**src/verilog/oobx_pkg.sv**
```systemverilog
/*
  Constants, carrier structs and state types for the device-side
  out-of-band link initialisation block.
  Assumes a single 100 MHz core clock; all times are turned into cycles here.
*/
// Behaviour
// - a detected COMRESET holds the device in hardware reset before any handshake.
// - transmitted bursts last 160 Gen1 UI, gaps between them 480 Gen1 UI for COMINIT and 160 Gen1 UI for COMWAKE.
// - reset detection needs four consecutive bursts spaced about 320 ns.
// - a gap below 175 ns or above 525 ns invalidates reset detection.
// - after the last burst the line stays idle at least 525 ns.
// - device answers COMRESET end with COMINIT, or sends COMINIT on request.
// - COMINIT uses exactly the COMRESET burst and gap structure.
// - on detecting COMWAKE the device sends a six burst COMWAKE.
// - right after its COMWAKE the device streams ALIGN at its highest rate.
// - no host ALIGN within 2048 Gen1 dword times steps to the next lower rate.
// - no host ALIGN at the lowest rate puts the device into error.
// - locked and ready, the device sends SYNC to signal normal operation.
// - link is up only after three consecutive received non-ALIGN primitives.
// - each burst is four Gen1 ALIGN or four D24.3 dwords.
package oobx_pkg;

  // ==========================================================
  // clock and line unit
  localparam int    CLK_FS      = 10_000_000;
  localparam int    UI_FS       = 666_667;
  localparam int    NS_FS       = 1_000_000;
  localparam int    CNT_W       = 16;

  // ==========================================================
  // times in their own units
  localparam int    BURST_UI         = 160;
  localparam int    GAP_UI           = 480;
  localparam int    DWORD_UI         = 40;
  localparam int    RST_GAP_MIN_NS   = 175;
  localparam int    RST_GAP_MAX_NS   = 525;
  localparam int    QUIET_NS         = 525;
  localparam int    WAKE_GAP_MIN_NS  = 35;
  localparam int    WAKE_GAP_MAX_NS  = 174;
  localparam int    ALIGN_WAIT_DW    = 2048;

  // ==========================================================
  // counts
  localparam int    DET_BURSTS   = 4;
  localparam int    TX_BURSTS    = 6;
  localparam int    NONALIGN_RUN = 3;

  // ==========================================================
  // cycle counts; nominal lengths round to nearest, limits round inward
  localparam logic [CNT_W-1:0] BURST_CYC =
    CNT_W'((BURST_UI * UI_FS + CLK_FS / 2) / CLK_FS);
  localparam logic [CNT_W-1:0] GAP_CYC =
    CNT_W'((GAP_UI * UI_FS + CLK_FS / 2) / CLK_FS);
  // wake gap is one burst long
  localparam logic [CNT_W-1:0] WAKE_GAP_CYC = BURST_CYC;
  localparam logic [CNT_W-1:0] RST_GAP_MIN_CYC =
    CNT_W'((RST_GAP_MIN_NS * NS_FS + CLK_FS - 1) / CLK_FS);
  localparam logic [CNT_W-1:0] RST_GAP_MAX_CYC =
    CNT_W'((RST_GAP_MAX_NS * NS_FS) / CLK_FS);
  localparam logic [CNT_W-1:0] QUIET_CYC =
    CNT_W'((QUIET_NS * NS_FS + CLK_FS - 1) / CLK_FS);
  localparam logic [CNT_W-1:0] WAKE_GAP_MIN_CYC =
    CNT_W'((WAKE_GAP_MIN_NS * NS_FS + CLK_FS - 1) / CLK_FS);
  localparam logic [CNT_W-1:0] WAKE_GAP_MAX_CYC =
    CNT_W'((WAKE_GAP_MAX_NS * NS_FS) / CLK_FS);
  localparam logic [CNT_W-1:0] ALIGN_WAIT_CYC =
    CNT_W'((longint'(ALIGN_WAIT_DW) * DWORD_UI * UI_FS) / CLK_FS);

  // ==========================================================
  // rates and reset values
  localparam logic [1:0] RATE_GEN3 = 2'h2;
  localparam logic [1:0] RATE_MIN  = 2'h0;

  // ==========================================================
  // carriers
  typedef struct packed {
    logic       vld;
    logic       is_align;
  } oobx_rx_t;

  typedef struct packed {
    logic       burst;
    logic       align;
    logic       sync;
    logic [1:0] rate;
  } oobx_tx_t;

  typedef enum logic [2:0] {
    S_CINIT, S_WAIT_WAKE, S_WAKE_TX, S_ALIGN, S_SYNC, S_UP, S_ERR, S_RESET
  } oobx_state_t;

  typedef struct packed {
    logic             prev;
    logic [CNT_W-1:0] idle;
    logic [2:0]       cnt;
    logic             det;
  } oobx_det_st_t;

  typedef struct packed {
    logic             s1;
    logic             s2;
    oobx_state_t      st;
    oobx_tx_t         tx;
    logic             rst_n;
    logic             up;
    logic             err;
    logic [CNT_W-1:0] tmr;
    logic [2:0]       nleft;
    logic             burst_ph;
    logic             seen;
    logic [1:0]       run;
  } oobx_st_t;

endpackage : oobx_pkg

```
**src/verilog/oobx_det.sv**
```systemverilog
/*
  Burst train detector: counts bursts whose spacing lies inside a window.
  Assumes a line level already synchronised to core_clk.
*/
`timescale 1ns/100ps
module oobx_det #(
  parameter logic [oobx_pkg::CNT_W-1:0] GAP_MIN = oobx_pkg::RST_GAP_MIN_CYC,
  parameter logic [oobx_pkg::CNT_W-1:0] GAP_MAX = oobx_pkg::RST_GAP_MAX_CYC,
  parameter int                         NBURST  = oobx_pkg::DET_BURSTS
) (
  // clock and reset
  input  wire logic core_clk,
  input  wire logic nrst,
  // line
  input  wire logic line,
  // result
  output logic      det
);

  // ==========================================================
  // state
  oobx_pkg::oobx_det_st_t s_r;
  oobx_pkg::oobx_det_st_t s_nxt;

  always_comb begin
    s_nxt      = s_r;
    s_nxt.prev = line;
    if (line) begin
      s_nxt.idle = '0;
      if (!s_r.prev) begin
        if (s_r.cnt == 3'h0) begin
          // first burst after a long quiet: no spacing to check yet
          s_nxt.cnt = 3'h1;
        end else if (s_r.idle >= GAP_MIN && s_r.idle <= GAP_MAX) begin
          if (s_r.cnt != 3'h7) begin
            s_nxt.cnt = s_r.cnt + 3'h1;
          end
          if (32'(s_r.cnt) + 1 >= NBURST) begin
            s_nxt.det = 1'b1;
          end
        end else begin
          // spacing outside the window restarts the train
          s_nxt.cnt = 3'h1;
          s_nxt.det = 1'b0;
        end
      end
    end else begin
      if (s_r.idle != '1) begin
        s_nxt.idle = s_r.idle + 1'b1;
      end
      // long quiet: either a bad gap or the end of the signal
      if (s_r.idle > GAP_MAX) begin
        s_nxt.cnt = 3'h0;
        s_nxt.det = 1'b0;
      end
    end
  end

  always_ff @(posedge core_clk or negedge nrst) begin
    if (!nrst) begin
      s_r <= '0;
    end else begin
      s_r <= s_nxt;
    end
  end

  assign det = s_r.det;

endmodule : oobx_det

```
**src/verilog/oobx_link_init.sv**
```systemverilog
/*
  Device-side out-of-band link initialisation: reset and wake detection,
  COMINIT and COMWAKE transmission, rate stepping on ALIGN, SYNC and link-up.
  Assumes an analogue squelch level on rx_oob (asynchronous), a phy that
  turns tx_burst into ALIGN bursts, and a link layer that classifies
  received primitives on core_clk.
*/
`timescale 1ns/100ps
module oobx_link_init #(
  parameter logic [oobx_pkg::CNT_W-1:0] ALIGN_WAIT_CYC = oobx_pkg::ALIGN_WAIT_CYC,
  parameter logic [1:0]                 RATE_MAX       = oobx_pkg::RATE_GEN3
) (
  // clock and reset
  input  wire logic               core_clk,
  input  wire logic               nrst,
  // receive side
  input  wire logic               rx_oob,
  input  oobx_pkg::oobx_rx_t      rx_prim,
  // device side control
  input  wire logic               cominit_req,
  input  wire logic               dev_ready,
  // transmit side
  output oobx_pkg::oobx_tx_t      tx_ctl,
  // status
  output logic                    dev_rst_n,
  output logic                    link_up,
  output logic                    link_err
);

  // ==========================================================
  // state and detectors
  oobx_pkg::oobx_st_t s_r;
  oobx_pkg::oobx_st_t s_nxt;
  logic               rst_det;
  logic               wake_det;

  oobx_det #(
    .GAP_MIN (oobx_pkg::RST_GAP_MIN_CYC),
    .GAP_MAX (oobx_pkg::RST_GAP_MAX_CYC),
    .NBURST  (oobx_pkg::DET_BURSTS)
  ) u_rst_det (
    .core_clk (core_clk),
    .nrst     (nrst),
    .line     (s_r.s2),
    .det      (rst_det)
  );

  oobx_det #(
    .GAP_MIN (oobx_pkg::WAKE_GAP_MIN_CYC),
    .GAP_MAX (oobx_pkg::WAKE_GAP_MAX_CYC),
    .NBURST  (oobx_pkg::DET_BURSTS)
  ) u_wake_det (
    .core_clk (core_clk),
    .nrst     (nrst),
    .line     (s_r.s2),
    .det      (wake_det)
  );

  // ==========================================================
  // burst train sequencer, shared by COMINIT and COMWAKE
  function automatic oobx_pkg::oobx_st_t seq_step(
    input oobx_pkg::oobx_st_t     s,
    input logic [oobx_pkg::CNT_W-1:0] gap
  );
    oobx_pkg::oobx_st_t n;
    n = s;
    if (s.tmr != '0) begin
      n.tmr = s.tmr - 1'b1;
    end else if (s.burst_ph) begin
      n.tx.burst = 1'b0;
      n.burst_ph = 1'b0;
      n.nleft    = s.nleft - 3'h1;
      if (s.nleft == 3'h1) begin
        n.tmr = oobx_pkg::QUIET_CYC - 1'b1;
      end else begin
        n.tmr = gap - 1'b1;
      end
    end else if (s.nleft != 3'h0) begin
      // burst content is chosen by the phy: four Gen1 ALIGN dwords
      n.tx.burst = 1'b1;
      n.burst_ph = 1'b1;
      n.tmr      = oobx_pkg::BURST_CYC - 1'b1;
    end
    return n;
  endfunction : seq_step

  function automatic logic seq_done(input oobx_pkg::oobx_st_t s);
    return (s.tmr == '0) && !s.burst_ph && (s.nleft == 3'h0);
  endfunction : seq_done

  // ==========================================================
  // next state
  always_comb begin
    s_nxt    = s_r;
    s_nxt.s1 = rx_oob;
    s_nxt.s2 = s_r.s1;

    if (rst_det) begin
      // reset wins over everything, including a pending COMINIT request
      s_nxt.st       = oobx_pkg::S_RESET;
      s_nxt.rst_n    = 1'b0;
      s_nxt.tx       = '0;
      s_nxt.tx.rate  = RATE_MAX;
      s_nxt.up       = 1'b0;
      s_nxt.err      = 1'b0;
      s_nxt.burst_ph = 1'b0;
      s_nxt.tmr      = '0;
    end else if (cominit_req && s_r.st != oobx_pkg::S_CINIT &&
                 s_r.st != oobx_pkg::S_RESET) begin
      s_nxt.st       = oobx_pkg::S_CINIT;
      s_nxt.tx       = '0;
      s_nxt.tx.rate  = RATE_MAX;
      s_nxt.up       = 1'b0;
      s_nxt.err      = 1'b0;
      s_nxt.nleft    = 3'(oobx_pkg::TX_BURSTS);
      s_nxt.burst_ph = 1'b0;
      s_nxt.tmr      = '0;
    end else begin
      case (s_r.st)
        oobx_pkg::S_RESET: begin
          // detector has seen the long quiet: COMRESET is over
          s_nxt.st       = oobx_pkg::S_CINIT;
          s_nxt.rst_n    = 1'b1;
          s_nxt.nleft    = 3'(oobx_pkg::TX_BURSTS);
          s_nxt.burst_ph = 1'b0;
          s_nxt.tmr      = '0;
        end
        oobx_pkg::S_CINIT: begin
          // same gap as COMRESET; s_nxt keeps the synchroniser sampling,
          // so a COMRESET that arrives mid-train is still seen
          s_nxt = seq_step(s_nxt, oobx_pkg::GAP_CYC);
          if (seq_done(s_r)) begin
            s_nxt.st   = oobx_pkg::S_WAIT_WAKE;
            s_nxt.seen = 1'b0;
          end
        end
        oobx_pkg::S_WAIT_WAKE: begin
          if (wake_det) begin
            s_nxt.seen = 1'b1;
          end else if (s_r.seen) begin
            // host wake ended; no transmitter calibration here
            s_nxt.st       = oobx_pkg::S_WAKE_TX;
            s_nxt.nleft    = 3'(oobx_pkg::TX_BURSTS);
            s_nxt.burst_ph = 1'b0;
            s_nxt.tmr      = '0;
          end
        end
        oobx_pkg::S_WAKE_TX: begin
          s_nxt = seq_step(s_nxt, oobx_pkg::WAKE_GAP_CYC);
          if (seq_done(s_r)) begin
            s_nxt.st       = oobx_pkg::S_ALIGN;
            s_nxt.tx.align = 1'b1;
            s_nxt.tx.rate  = RATE_MAX;
            s_nxt.tmr      = ALIGN_WAIT_CYC - 1'b1;
            s_nxt.seen     = 1'b0;
          end
        end
        oobx_pkg::S_ALIGN: begin
          if (rx_prim.vld && rx_prim.is_align) begin
            s_nxt.seen = 1'b1;
          end
          if (s_r.seen && dev_ready) begin
            s_nxt.st       = oobx_pkg::S_SYNC;
            s_nxt.tx.align = 1'b0;
            s_nxt.tx.sync  = 1'b1;
            s_nxt.run      = 2'h0;
          end else if (s_r.seen) begin
            s_nxt.tmr = s_r.tmr;
          end else if (s_r.tmr != '0) begin
            s_nxt.tmr = s_r.tmr - 1'b1;
          end else if (!(rx_prim.vld && rx_prim.is_align)) begin
            if (s_r.tx.rate > oobx_pkg::RATE_MIN) begin
              s_nxt.tx.rate = s_r.tx.rate - 2'h1;
              s_nxt.tmr     = ALIGN_WAIT_CYC - 1'b1;
            end else begin
              s_nxt.st       = oobx_pkg::S_ERR;
              s_nxt.err      = 1'b1;
              s_nxt.tx.align = 1'b0;
            end
          end
        end
        oobx_pkg::S_SYNC: begin
          if (rx_prim.vld) begin
            if (rx_prim.is_align) begin
              s_nxt.run = 2'h0;
            end else if (32'(s_r.run) + 1 >= oobx_pkg::NONALIGN_RUN) begin
              s_nxt.st = oobx_pkg::S_UP;
              s_nxt.up = 1'b1;
            end else begin
              s_nxt.run = s_r.run + 2'h1;
            end
          end
        end
        oobx_pkg::S_UP: begin
          // idle link keeps sending SYNC until the link layer takes over
          s_nxt.up = 1'b1;
        end
        oobx_pkg::S_ERR: begin
          // left only through COMRESET or a COMINIT request
          s_nxt.err = 1'b1;
        end
        default: begin
          s_nxt.st = oobx_pkg::S_CINIT;
        end
      endcase
    end
  end

  // ==========================================================
  // registers; power-up enters with COMINIT, as a late-starting device
  always_ff @(posedge core_clk or negedge nrst) begin
    if (!nrst) begin
      s_r          <= '0;
      s_r.st       <= oobx_pkg::S_CINIT;
      s_r.tx.rate  <= oobx_pkg::RATE_GEN3;
      s_r.rst_n    <= 1'b1;
      s_r.nleft    <= 3'(oobx_pkg::TX_BURSTS);
    end else begin
      s_r <= s_nxt;
    end
  end

  // ==========================================================
  // outputs
  assign tx_ctl    = s_r.tx;
  assign dev_rst_n = s_r.rst_n;
  assign link_up   = s_r.up;
  assign link_err  = s_r.err;

endmodule : oobx_link_init

```
**config.mk**
```make
export PLATFORM = sky130hd
export DESIGN_NAME = oobx_link_init
export DESIGN_NICKNAME = d
export VERILOG_FILES = /design/src/verilog/oobx_pkg.sv /design/src/verilog/oobx_det.sv /design/src/verilog/oobx_link_init.sv
export SDC_FILE = /design/constraint.sdc
export NUM_CORES = 1
export LEC_CHECK = 0
export ABC_AREA = 1
export BUFFER_PORTS_ARGS = -buffer_cell sky130_fd_sc_hd__buf_4
export CELL_PAD_IN_SITES_DETAIL_PLACEMENT = 1
export CELL_PAD_IN_SITES_GLOBAL_PLACEMENT = 1
export CORE_MARGIN = 3
export CORE_UTILIZATION = 45
export CTS_CLUSTER_SIZE = 24
export DETAILED_ROUTE_END_ITERATION = 6
export PLACE_DENSITY = 0.9
export SETUP_SLACK_MARGIN = 0.1
export SYNTH_ARGS = -nofsm -noshare
export SYNTH_HDL_FRONTEND = slang
export SYNTH_HIERARCHICAL = 1
export SYNTH_SLANG_ARGS = --single-unit
```
**constraint.sdc**
```tcl
create_clock -name core_clk -period 3.45 [get_ports core_clk]
set_input_delay 0.1725 -clock core_clk [delete_from_list [all_inputs] [get_ports core_clk]]
set_output_delay 0.1725 -clock core_clk [all_outputs]
set_load 0.05 [all_outputs]
```
==> flow_summary.toml, run 1 <==
[outcome]
run_status = "finished clean"

[global_routing]
groute.usage.overall_pct = 24.2
grt_max_degree = 79
antenna_found_initial = 0
grt_pass1_wl_mm = 26.4
first_global_vias = 5718
grt_overflow = 0

[die]
design.core.area_mm2 = 0.0117
fp_rows = 39
fp.dieArea_mm2 = 0.0136
floorplan.initialDensity_pct = 47.0
dieWidth_um = 116
floorplan.io_pins = 15
floorplan.die.height_um = 116

[clocking]
tritoncts = "done"
cts_made_buffers = 9
htree_levels = 3
cts_root_buffer = "sky130_fd_sc_hd__clkbuf_16"
clk_pin_slew_worst_paths_ns = 0.06
worstSkewPairLatency_ns = 0.35
numClockSinks = 78
clk_path_buf_depth = 2
post_cts_resized = 0

[critical_path]
timing.critical_path.slowest_stage_cell = "sky130_fd_sc_hd__dfrtp_1"
list_of_cells_traversed_by_the_critical_path = "inv_1, ha_1, nand2_1, nor2_1, nand3_1, nand2_1, a21oi_1, nor2_1, nand3_1, o21ai_0"
worstPathBufferInverterCount = 1
critPathRequiredTime_ns = 3.70
timing.critical_path.to_type = "register"
worstPathMaxFanout = 14
start_kind = "register"
slowest_delay_ns = 0.40
critPathKind = "register to register"
worst_path_dominant_cell_family = "simple AND/OR/NAND/NOR gates"
cp_arrival_ns = 2.83

[job]
max_cap_violations = 0

[logic_synthesis]
number_of_enable_type_register_cells_in_the_synthesized_netlist = 0
synth_compound_area_share_pct = 10.0
synth_sequential_area_ratio_pct = 35.7
synth_ff_type = "sky130_fd_sc_hd__dfrtp_1"
yosys.area_share.simple_pct = 38.1
mappedNetlistArea_mm2 = 0.00549
synth-xor-area-share_pct = 2.39
synthesis.area_per_instance_um2 = 7.02
synth_cell_types = 42
yosys.area_share.adder_pct = 4.33
netlist_instances = 781
synth.ff_latch_count = 78
ys_warn_count = 6
asyncSetResetFlopFracSynth_pct = 100
synth_top_family_by_area = "simple AND/OR/NAND/NOR gates"
synthesis.nets = 807
yosys-mux-area-fraction_pct = 0.205

[route]
post-route-drc-count = 0
via_per_inst = 5.58
routed_wl_mm = 15.5
route.vias.total = 5268
antenna_violating_nets_post_route = 0
first_pass_iters = 4
routedWlPerCell_um = 16.4
detailedRoute.firstIterationViolations = 278

[min_path]
hp-class = "input pin to async pin"

[place]
hpwl_mm = 11.4
finalWeightedCongestion = 0.938
placed_area_mm2 = 0.00568
io_buffers = 14

[layout]
antennaDiodeCount = 0
final_layout_size_suffix_gt1_share_pct = 11.9
final_net_count = 822
area.growth.synth_to_final_pct = 9.17
final_cell_area_mm2 = 0.00599
finalCoreUtilization_pct = 51.4

[sta]
timing.final.crit_share_pct = 74.8
final-hold-violation-count = 0
fmax_mhz = 387
totalNegativeSetupSlack_ns = 0
slew_headroom_pct = 32.2
rsz0062_at_grt = "false"
final.setup_skew_ns = 0.00666
timing.final.max_slew_violations = 0
final_period_minus_worst_setup_slack_ns = 2.58
setup_viol = 0
worst-slew-pin-transition_ns = 1.02

[pwr]
power_per_cell_area_mw_per_mm2 = 359
max-vdd-ir-drop_uv = 227
leakage_nw = 3.17
==> final timing paths <==
| check | from | endpoint | slack, ns | depth (start not counted) |
|---|---|---|---|---|
| max | s_r[7]$_DFFE_PN0P_ | s_r[4]$_DFFE_PN0P_ | 0.87 | 10 |
| min | nrst | s_r[21]$_DFFE_PN0P_ | 0.01 | 1 |
| max reg2reg | s_r[7]$_DFFE_PN0P_ | s_r[4]$_DFFE_PN0P_ | 0.87 | 10 |
| min reg2reg | s_r[35]$_DFF_PN0_ | s_r[34]$_DFF_PN0_ | 0.35 | 0 |
| max in group asynchronous | nrst | u_wake_det/s_r[7]$_DFFE_PN0P_ | 2.80 | 1 |
| min in group core_clk | rx_prim[0] | s_r[1]$_DFFE_PN0P_ | 0.17 | 4 |
==> layout make-up <==
cell class,instances,area [um^2]
sequential,78,1960
clock inverter,3,42.5
inverter,108,405
timing repair buffer,16,123
fill,1523,5670
clock buffer,13,260
tap,143,179
multi-input combinational,583,3020
==> synth_stat cells, types with 5 or more instances <==
cell                        n  area [um^2]
sky130_fd_sc_hd__nand2_2    9         56.3
sky130_fd_sc_hd__ha_1      19          238
sky130_fd_sc_hd__buf_4      6         45.0
sky130_fd_sc_hd__inv_2      9         33.8
sky130_fd_sc_hd__o31ai_1    5         37.5
sky130_fd_sc_hd__a31oi_1   18          113
sky130_fd_sc_hd__o21ai_0   45          225
sky130_fd_sc_hd__nor3_1    21          105
sky130_fd_sc_hd__a21oi_1   19         95.1
sky130_fd_sc_hd__nand2_1  222          833
sky130_fd_sc_hd__or2_2      6         37.5
sky130_fd_sc_hd__xor2_1    13          114
sky130_fd_sc_hd__nand3_2    5         50.1
sky130_fd_sc_hd__nand3_1   45          225
sky130_fd_sc_hd__nor2_2     9         56.3
sky130_fd_sc_hd__inv_1     98          368
sky130_fd_sc_hd__nor2_4     6         67.6
sky130_fd_sc_hd__nand4_1   20          125
sky130_fd_sc_hd__dfrtp_1   74         1850
sky130_fd_sc_hd__nor2_1    91          342
==> stage by stage <==
stage	std cells	total power [W]	worst slack, ns	hold slack (ns)
4_1_cts	944	0.00217	0.882	0.0502
2_1_floorplan	781	0.00110	1.64	-0.123
6_report	944	0.00215	0.869	0.0129
3_5_place_dp	927	0.00118	0.943	0.283
5_1_grt	944	0.00224	0.570	0.0909
3_3_place_gp	927	0.00116	1.26	0.283
==> layout by cell type, fill, tap and decap left out, types with 13 or more instances in the layout <==
| cell type | netlist | final |
|---|---|---|
| sky130_fd_sc_hd__nand2_1 | 222 | 222 |
| sky130_fd_sc_hd__inv_1 | 98 | 98 |
| sky130_fd_sc_hd__nor2_1 | 91 | 91 |
| sky130_fd_sc_hd__dfrtp_1 | 74 | 74 |
| sky130_fd_sc_hd__nand3_1 | 45 | 45 |
| sky130_fd_sc_hd__o21ai_0 | 45 | 45 |
| sky130_fd_sc_hd__nor3_1 | 21 | 21 |
| sky130_fd_sc_hd__nand4_1 | 20 | 20 |
| sky130_fd_sc_hd__a21oi_1 | 19 | 19 |
| sky130_fd_sc_hd__ha_1 | 19 | 19 |
| sky130_fd_sc_hd__a31oi_1 | 18 | 18 |
| sky130_fd_sc_hd__buf_4 | 6 | 15 |
| sky130_fd_sc_hd__xor2_1 | 13 | 13 |
==> where the power goes <==
group / total [W] / leakage [nW] / switching (W) / internal, W
Sequential: 0.000972 / 1.03 / 0.0000274 / 0.000945
Combinational: 0.000187 / 2.00 / 0.000132 / 0.0000557
Clock: 0.000993 / 0.146 / 0.000393 / 0.000600
Total: 0.00215 / 3.17 / 0.000552 / 0.00160
==> sequential cells by signal (all words and copies together) (netlist names) <==
| register | flops |
|---|---|
| u_wake_det/s_r | 20 |
| u_rst_det/s_r | 20 |
| dev_rst_n | 1 |
| u_rst_det/det | 1 |
| u_wake_det/det | 1 |
| tx_ctl | 5 |
| s_r | 28 |
| link_up | 1 |
| link_err | 1 |
==> per-layer routing <==
metal	wire length [um]	GRT usage, %
met1	6590	27.5
met2	8050	44.5
met3	503	5.39
met4	340	8.66
met5	0	0
==> kinds of logic after synthesis <==
kind of cell / after synthesis
mux: 1
xor+xnor: 15
buf+inv: 120
simple gates: 450
compound gates: 98
fa+ha+maj: 19
flops: 78
==> repair_timing <==
| action | CTS | global route |
|---|---|---|
| hold buffers | 1 | 0 |
| buffers inserted | 0 | 0 |
| hold endpoints to repair | 1 | 0 |
Note: power is estimated with default switching activity, not from simulation.
==> inputs of run 2 (changes only) <==
clock period = 2.6 ns   (was 3.45 ns; I/O delays follow)
==> flow_summary.toml, run 2 (synthesized netlist as in run 1, its figures left out) <==
[critical_path]
reg2reg_setup_slack_ns = 0.37
start_kind = "register"
worstPathMaxFanout = 9
critPathKind = "register to register"
timing.critical_path.to_type = "register"
critPathRequiredTime_ns = 2.87
cp_arrival_ns = 2.50

[die]
floorplan.io_pins = 15
fp_rows = 39
floorplan.die.height_um = 116
fp.dieArea_mm2 = 0.0136
dieWidth_um = 116
design.core.area_mm2 = 0.0117
floorplan.initialDensity_pct = 47.0

[sta]
setup_viol = 0
final-hold-violation-count = 0
final_period_minus_worst_setup_slack_ns = 2.23
final.setup_skew_ns = 0.00662
timing.final.crit_share_pct = 85.9
fin_worst_hold_slack_ns = 0.111
totalNegativeSetupSlack_ns = 0
worst-slew-pin-transition_ns = 1.01
rsz0062_at_grt = "false"
timing.final.max_slew_violations = 0
fmax_mhz = 448
slew_headroom_pct = 32.4
worst_slack_ns = 0.367

[layout]
reg.largest.list = "s_r x28, u_rst_det/s_r x20, u_wake_det/s_r x20"
multi_input_comb_area_mm2 = 0.00303
layout.filler_cells = 1499
final_net_count = 825
layout.cells.most_common = "sky130_fd_sc_hd__nand2_1"
area.growth.synth_to_final_pct = 10.8
antennaDiodeCount = 0
final-seq-area_mm2 = 0.00196
largest_register_by_flop_count = "s_r"
final_layout_size_suffix_gt1_share_pct = 12.3
flip_flop_count_of_the_largest_register_after_layout = 28
layout.cells.most_common_list = "sky130_fd_sc_hd__nand2_1 (222), sky130_fd_sc_hd__inv_1 (98), sky130_fd_sc_hd__nor2_1 (91), sky130_fd_sc_hd__dfrtp_1 (74), sky130_fd_sc_hd__o21ai_0 (45)"

[route]
route.vias.total = 5310
detailedRoute.firstIterationViolations = 263
first_pass_iters = 4
post-route-drc-count = 0
routedWlPerCell_um = 16.7
via_per_inst = 5.61
routed_wl_mm = 15.8
antenna_violating_nets_post_route = 0

[place]
io_buffers = 14
hpwl_mm = 11.3
place_ws_ns = 0.298
finalWeightedCongestion = 0.909

[global_routing]
groute.usage.overall_pct = 25.1
grt_overflow = 0
grt_pass1_wl_mm = 27.1
first_global_vias = 5780
grt_max_degree = 79
antenna_found_initial = 0

[clocking]
htree_levels = 3
cts_post_setup_buffers_inserted = 0
clk_path_buf_depth = 2
tritoncts = "done"
numClockSinks = 78
worstSkewPairLatency_ns = 0.36
cts_root_buffer = "sky130_fd_sc_hd__clkbuf_16"
cts_made_buffers = 9
clk_pin_slew_worst_paths_ns = 0.06

[pwr]
leakage_nw = 3.21
max-vdd-ir-drop_uv = 496
power_per_cell_area_mw_per_mm2 = 513

[min_path]
hp-class = "input pin to register"

[job]
max_cap_violations = 0

[outcome]
run_status = "finished clean"
==> run 2: changes by cell type in the layout (fill, tap and decap cells not counted) <==
cell | before | now
sky130_fd_sc_hd__buf_4 | 15 | 17
sky130_fd_sc_hd__nand3_2 | 5 | 6
sky130_fd_sc_hd__clkbuf_1 | 2 | 1
sky130_fd_sc_hd__clkbuf_8 | 2 | 0
sky130_fd_sc_hd__bufinv_16 | 1 | 4
sky130_fd_sc_hd__clkinvlp_4 | 1 | 2
sky130_fd_sc_hd__dlygate4sd3_1 | 1 | 2
sky130_fd_sc_hd__nand3_1 | 45 | 44
sky130_fd_sc_hd__clkinv_2 | 1 | 0
==> run 2: area by class of cell <==
cell class | instances | area share, %
inverter | 108 | 6.67
timing repair buffer | 19 | 2.43
clock inverter | 6 | 2.22
clock buffer | 10 | 3.77
sequential | 78 | 32.2
tap | 143 | 2.94
multi-input combinational | 583 | 49.8
==> run 2: what timing repair did <==
action	4_1_cts	5_1_grt
hold buffers	2	0
hold endpoints to repair	20	0
setup endpoints to repair	0	7
gates resized for setup	0	1
==> run 2: final timing paths <==
kind,startpoint,to,cells after the start
max in group asynchronous,nrst,u_wake_det/s_r[4]$_DFFE_PN0P_,2
min in group asynchronous,nrst,s_r[7]$_DFFE_PN0P_,2
hold / removal,rx_prim[0],s_r[1]$_DFFE_PN0P_,4
hold reg to reg,s_r[35]$_DFF_PN0_,s_r[34]$_DFF_PN0_,0
setup reg to reg,s_r[7]$_DFFE_PN0P_,s_r[4]$_DFFE_PN0P_,10
setup / recovery,s_r[7]$_DFFE_PN0P_,s_r[4]$_DFFE_PN0P_,10
==> run 2: routing by layer <==
metal	global-route usage, %	wire length, um	part of all wire [%]	vias to the layer above
met4	10.2	291	1.8	0
met5	0	0	0	-
met3	5.23	564	3.6	26
met1	29.4	6800	43	2638
li1	-	-	-	2549
met2	44.5	8190	52	97
==> run 2: power breakdown <==
part	total (W)	internal (W)	switching [W]	leakage (nW)
clock	0.00159	0.00104	0.000550	0.169
combinational	0.000248	0.0000755	0.000173	2.02
sequential	0.00129	0.00125	0.0000342	1.03
total	0.00312	0.00236	0.000757	3.21
==> run 2: critical path, stage by stage, from the launching register on <==
cell and delay, ns:
sky130_fd_sc_hd__dfrtp_1 0.40, sky130_fd_sc_hd__inv_1 0.11, sky130_fd_sc_hd__ha_1 0.22, sky130_fd_sc_hd__nand2_1 0.17
sky130_fd_sc_hd__nor2_1 0.22, sky130_fd_sc_hd__nand3_2 0.22, sky130_fd_sc_hd__nand2_1 0.19, sky130_fd_sc_hd__a21oi_1 0.09
sky130_fd_sc_hd__nor2_1 0.29, sky130_fd_sc_hd__nand3_1 0.11, sky130_fd_sc_hd__o21ai_0 0.11
==> run 2: metrics by stage <==
step	total power, W	std cells	util [%]	instance area, um^2
after floorplan	0.00147	781	-	5490
after global placement	0.00154	929	48.8	5690
after detailed placement	0.00156	929	48.8	5690
after CTS	0.00315	947	52.1	6080
after global routing	0.00325	947	52.1	6080
final	0.00312	947	52.1	6080
==> inputs of run 3 (changes only) <==
GPL_TIMING_DRIVEN = 0   (was unset)
==> flow_summary.toml, run 3 (synthesized netlist as in run 1, its figures left out) <==
[outcome]
run_status = "finished with violations"
violated_checks = "hold timing"

[sta]
final-hold-violation-count = 38
final.setup_skew_ns = 0.00558
worst_slack_ns = 0.329
fin_worst_hold_slack_ns = -0.0532
totalNegativeSetupSlack_ns = 0
setup_viol = 0
worst-slew-pin-transition_ns = 1.04
final_period_minus_worst_setup_slack_ns = 2.27
fmax_mhz = 440
timing.final.max_slew_violations = 0
timing.final.crit_share_pct = 87.4
rsz0062_at_grt = "false"
slew_headroom_pct = 30.5

[clocking]
worstSkewPairLatency_ns = 0.35
clk_path_buf_depth = 2
clk_pin_slew_worst_paths_ns = 0.06
numClockSinks = 78
cts_made_buffers = 9
cts_root_buffer = "sky130_fd_sc_hd__clkbuf_16"
tritoncts = "done"
cts_post_setup_buffers_inserted = 0
htree_levels = 3

[place]
io_buffers = 14
place_ws_ns = 0.304
hpwl_mm = 11.6
finalWeightedCongestion = 0.907

[route]
detailedRoute.firstIterationViolations = 226
antenna_violating_nets_post_route = 0
routed_wl_mm = 15.5
routedWlPerCell_um = 16.3
via_per_inst = 5.52
route.vias.total = 5276
post-route-drc-count = 0
first_pass_iters = 5

[critical_path]
critPathKind = "register to register"
ff2ff_path_depth = 10
reg2reg_setup_slack_ns = 0.33
r2r_start = "s_r[7]$_DFFE_PN0P_"
critical_path.reg2reg.endpoint = "s_r[9]$_DFFE_PN0P_"
worstPathMaxFanout = 10
cp_arrival_ns = 2.50
start_kind = "register"
critPathRequiredTime_ns = 2.83
timing.critical_path.to_type = "register"

[layout]
antennaDiodeCount = 0
final_net_count = 833
layout.filler_cells = 1556
final_layout_size_suffix_gt1_share_pct = 13.2
largest_register_by_flop_count = "s_r"
reg.largest.list = "s_r x28, u_rst_det/s_r x20, u_wake_det/s_r x20"
layout.cells.most_common = "sky130_fd_sc_hd__nand2_1"
area.growth.synth_to_final_pct = 10.9
final-seq-area_mm2 = 0.00196
multi_input_comb_area_mm2 = 0.00303
layout.cells.most_common_list = "sky130_fd_sc_hd__nand2_1 (222), sky130_fd_sc_hd__inv_1 (98), sky130_fd_sc_hd__nor2_1 (90), sky130_fd_sc_hd__dfrtp_1 (74)"
flip_flop_count_of_the_largest_register_after_layout = 28

[die]
floorplan.initialDensity_pct = 47.0
design.core.area_mm2 = 0.0117
floorplan.die.height_um = 116
floorplan.io_pins = 15
fp_rows = 39
dieWidth_um = 116
fp.dieArea_mm2 = 0.0136

[pwr]
p_sw_w = 0.000729
p_sw_share_pct = 25.5
combinationalPowerShare_pct = 8.9
totalPowerFinal_w = 0.00285
max-vdd-ir-drop_uv = 306
internal_power_w = 0.00213
share_clk_of_total_power_pct = 45.9
seqPwrFrac_pct = 45.2
power_per_cell_area_mw_per_mm2 = 469
leakage_nw = 3.24

[min_path]
hp-class = "input pin to async pin"

[job]
max_cap_violations = 0

[global_routing]
grt_overflow = 0
first_global_vias = 5770
grt_max_degree = 79
grt_pass1_wl_mm = 26.7
groute.usage.overall_pct = 24.7
antenna_found_initial = 0
==> run 3: cell types whose count changed in the layout (fill, tap and decap cells not counted) <==
cell	previous run	this run
sky130_fd_sc_hd__buf_2	0	1
sky130_fd_sc_hd__buf_4	17	20
sky130_fd_sc_hd__buf_6	0	3
sky130_fd_sc_hd__bufinv_16	4	1
sky130_fd_sc_hd__clkbuf_1	1	2
sky130_fd_sc_hd__clkbuf_8	0	3
sky130_fd_sc_hd__clkinv_2	0	3
sky130_fd_sc_hd__clkinvlp_4	2	0
sky130_fd_sc_hd__dlygate4sd3_1	2	1
sky130_fd_sc_hd__nand3_1	44	45
sky130_fd_sc_hd__nand3_2	6	5
sky130_fd_sc_hd__nor2_1	91	90
sky130_fd_sc_hd__nor2_2	9	10
==> run 3: metrics by stage <==
stage / instances / utilization [%] / area (um^2)
6_report: 955 / 52.2 / 6080
2_1_floorplan: 781 / - / 5490
3_3_place_gp: 938 / 49.5 / 5770
5_1_grt: 955 / 52.2 / 6080
4_1_cts: 955 / 52.2 / 6080
3_5_place_dp: 938 / 49.5 / 5770
==> run 3: routing by layer <==
| layer | up-vias | wire length (um) | track usage [%] |
|---|---|---|---|
| met4 | 0 | 410 | 10.2 |
| met3 | 29 | 419 | 3.32 |
| met1 | 2593 | 6700 | 29.6 |
| met5 | - | 0 | 0 |
| li1 | 2569 | - | - |
| met2 | 85 | 8000 | 44.3 |
==> run 3: worst max-delay path, cell delays in order, from the launching register on <==
cell	delay, ns
sky130_fd_sc_hd__dfrtp_1	0.40
sky130_fd_sc_hd__inv_1	0.14
sky130_fd_sc_hd__ha_1	0.24
sky130_fd_sc_hd__nand2_1	0.19
sky130_fd_sc_hd__nor4_2	0.42
sky130_fd_sc_hd__nand2_1	0.18
sky130_fd_sc_hd__nand2_4	0.18
sky130_fd_sc_hd__nor2_4	0.10
sky130_fd_sc_hd__buf_6	0.15
sky130_fd_sc_hd__nand2_1	0.08
sky130_fd_sc_hd__nand2_1	0.07
==> run 3: worst max-delay path by stage <==
stage                        from                     to  slack [ns]
4_1_cts        s_r[7]$_DFFE_PN0P_    s_r[10]$_DFFE_PN0P_        0.29
5_1_grt        s_r[7]$_DFFE_PN0P_     s_r[4]$_DFFE_PN0P_        0.15
3_5_place_dp   s_r[7]$_DFFE_PN0P_    s_r[10]$_DFFE_PN0P_        0.30
3_3_place_gp   s_r[7]$_DFFE_PN0P_  tx_ctl[3]$_DFFE_PN0P_        0.43
2_1_floorplan  s_r[7]$_DFFE_PN0P_  tx_ctl[3]$_DFFE_PN0P_        0.79
6_report       s_r[7]$_DFFE_PN0P_     s_r[9]$_DFFE_PN0P_        0.33
==> run 3: cell type report <==
class	count	share of cell area [%]
plain buffers	12	1.67
clock buffers	12	4.22
clock inverters	4	0.740
inverters	108	6.66
multi-input cells	583	49.7
flip-flops and latches	78	32.2
well taps	143	2.94
repair buffers	15	1.89
==> run 3: timing repair <==
item	CTS	global route
hold endpoints to repair	1	0
resized for setup	0	1
hold buffers	1	0
endpoints found under the setup margin	0	2
==> run 3: power by group through the flow <==
stage | clock network, W | registers [W] | logic [W]
after global placement | 0 | 0.00131 | 0.000241
after detailed placement | 0 | 0.00131 | 0.000257
after global routing | 0.00139 | 0.00129 | 0.000290
final | 0.00131 | 0.00129 | 0.000255
after CTS | 0.00134 | 0.00129 | 0.000260
after floorplan | 0 | 0.00133 | 0.000139
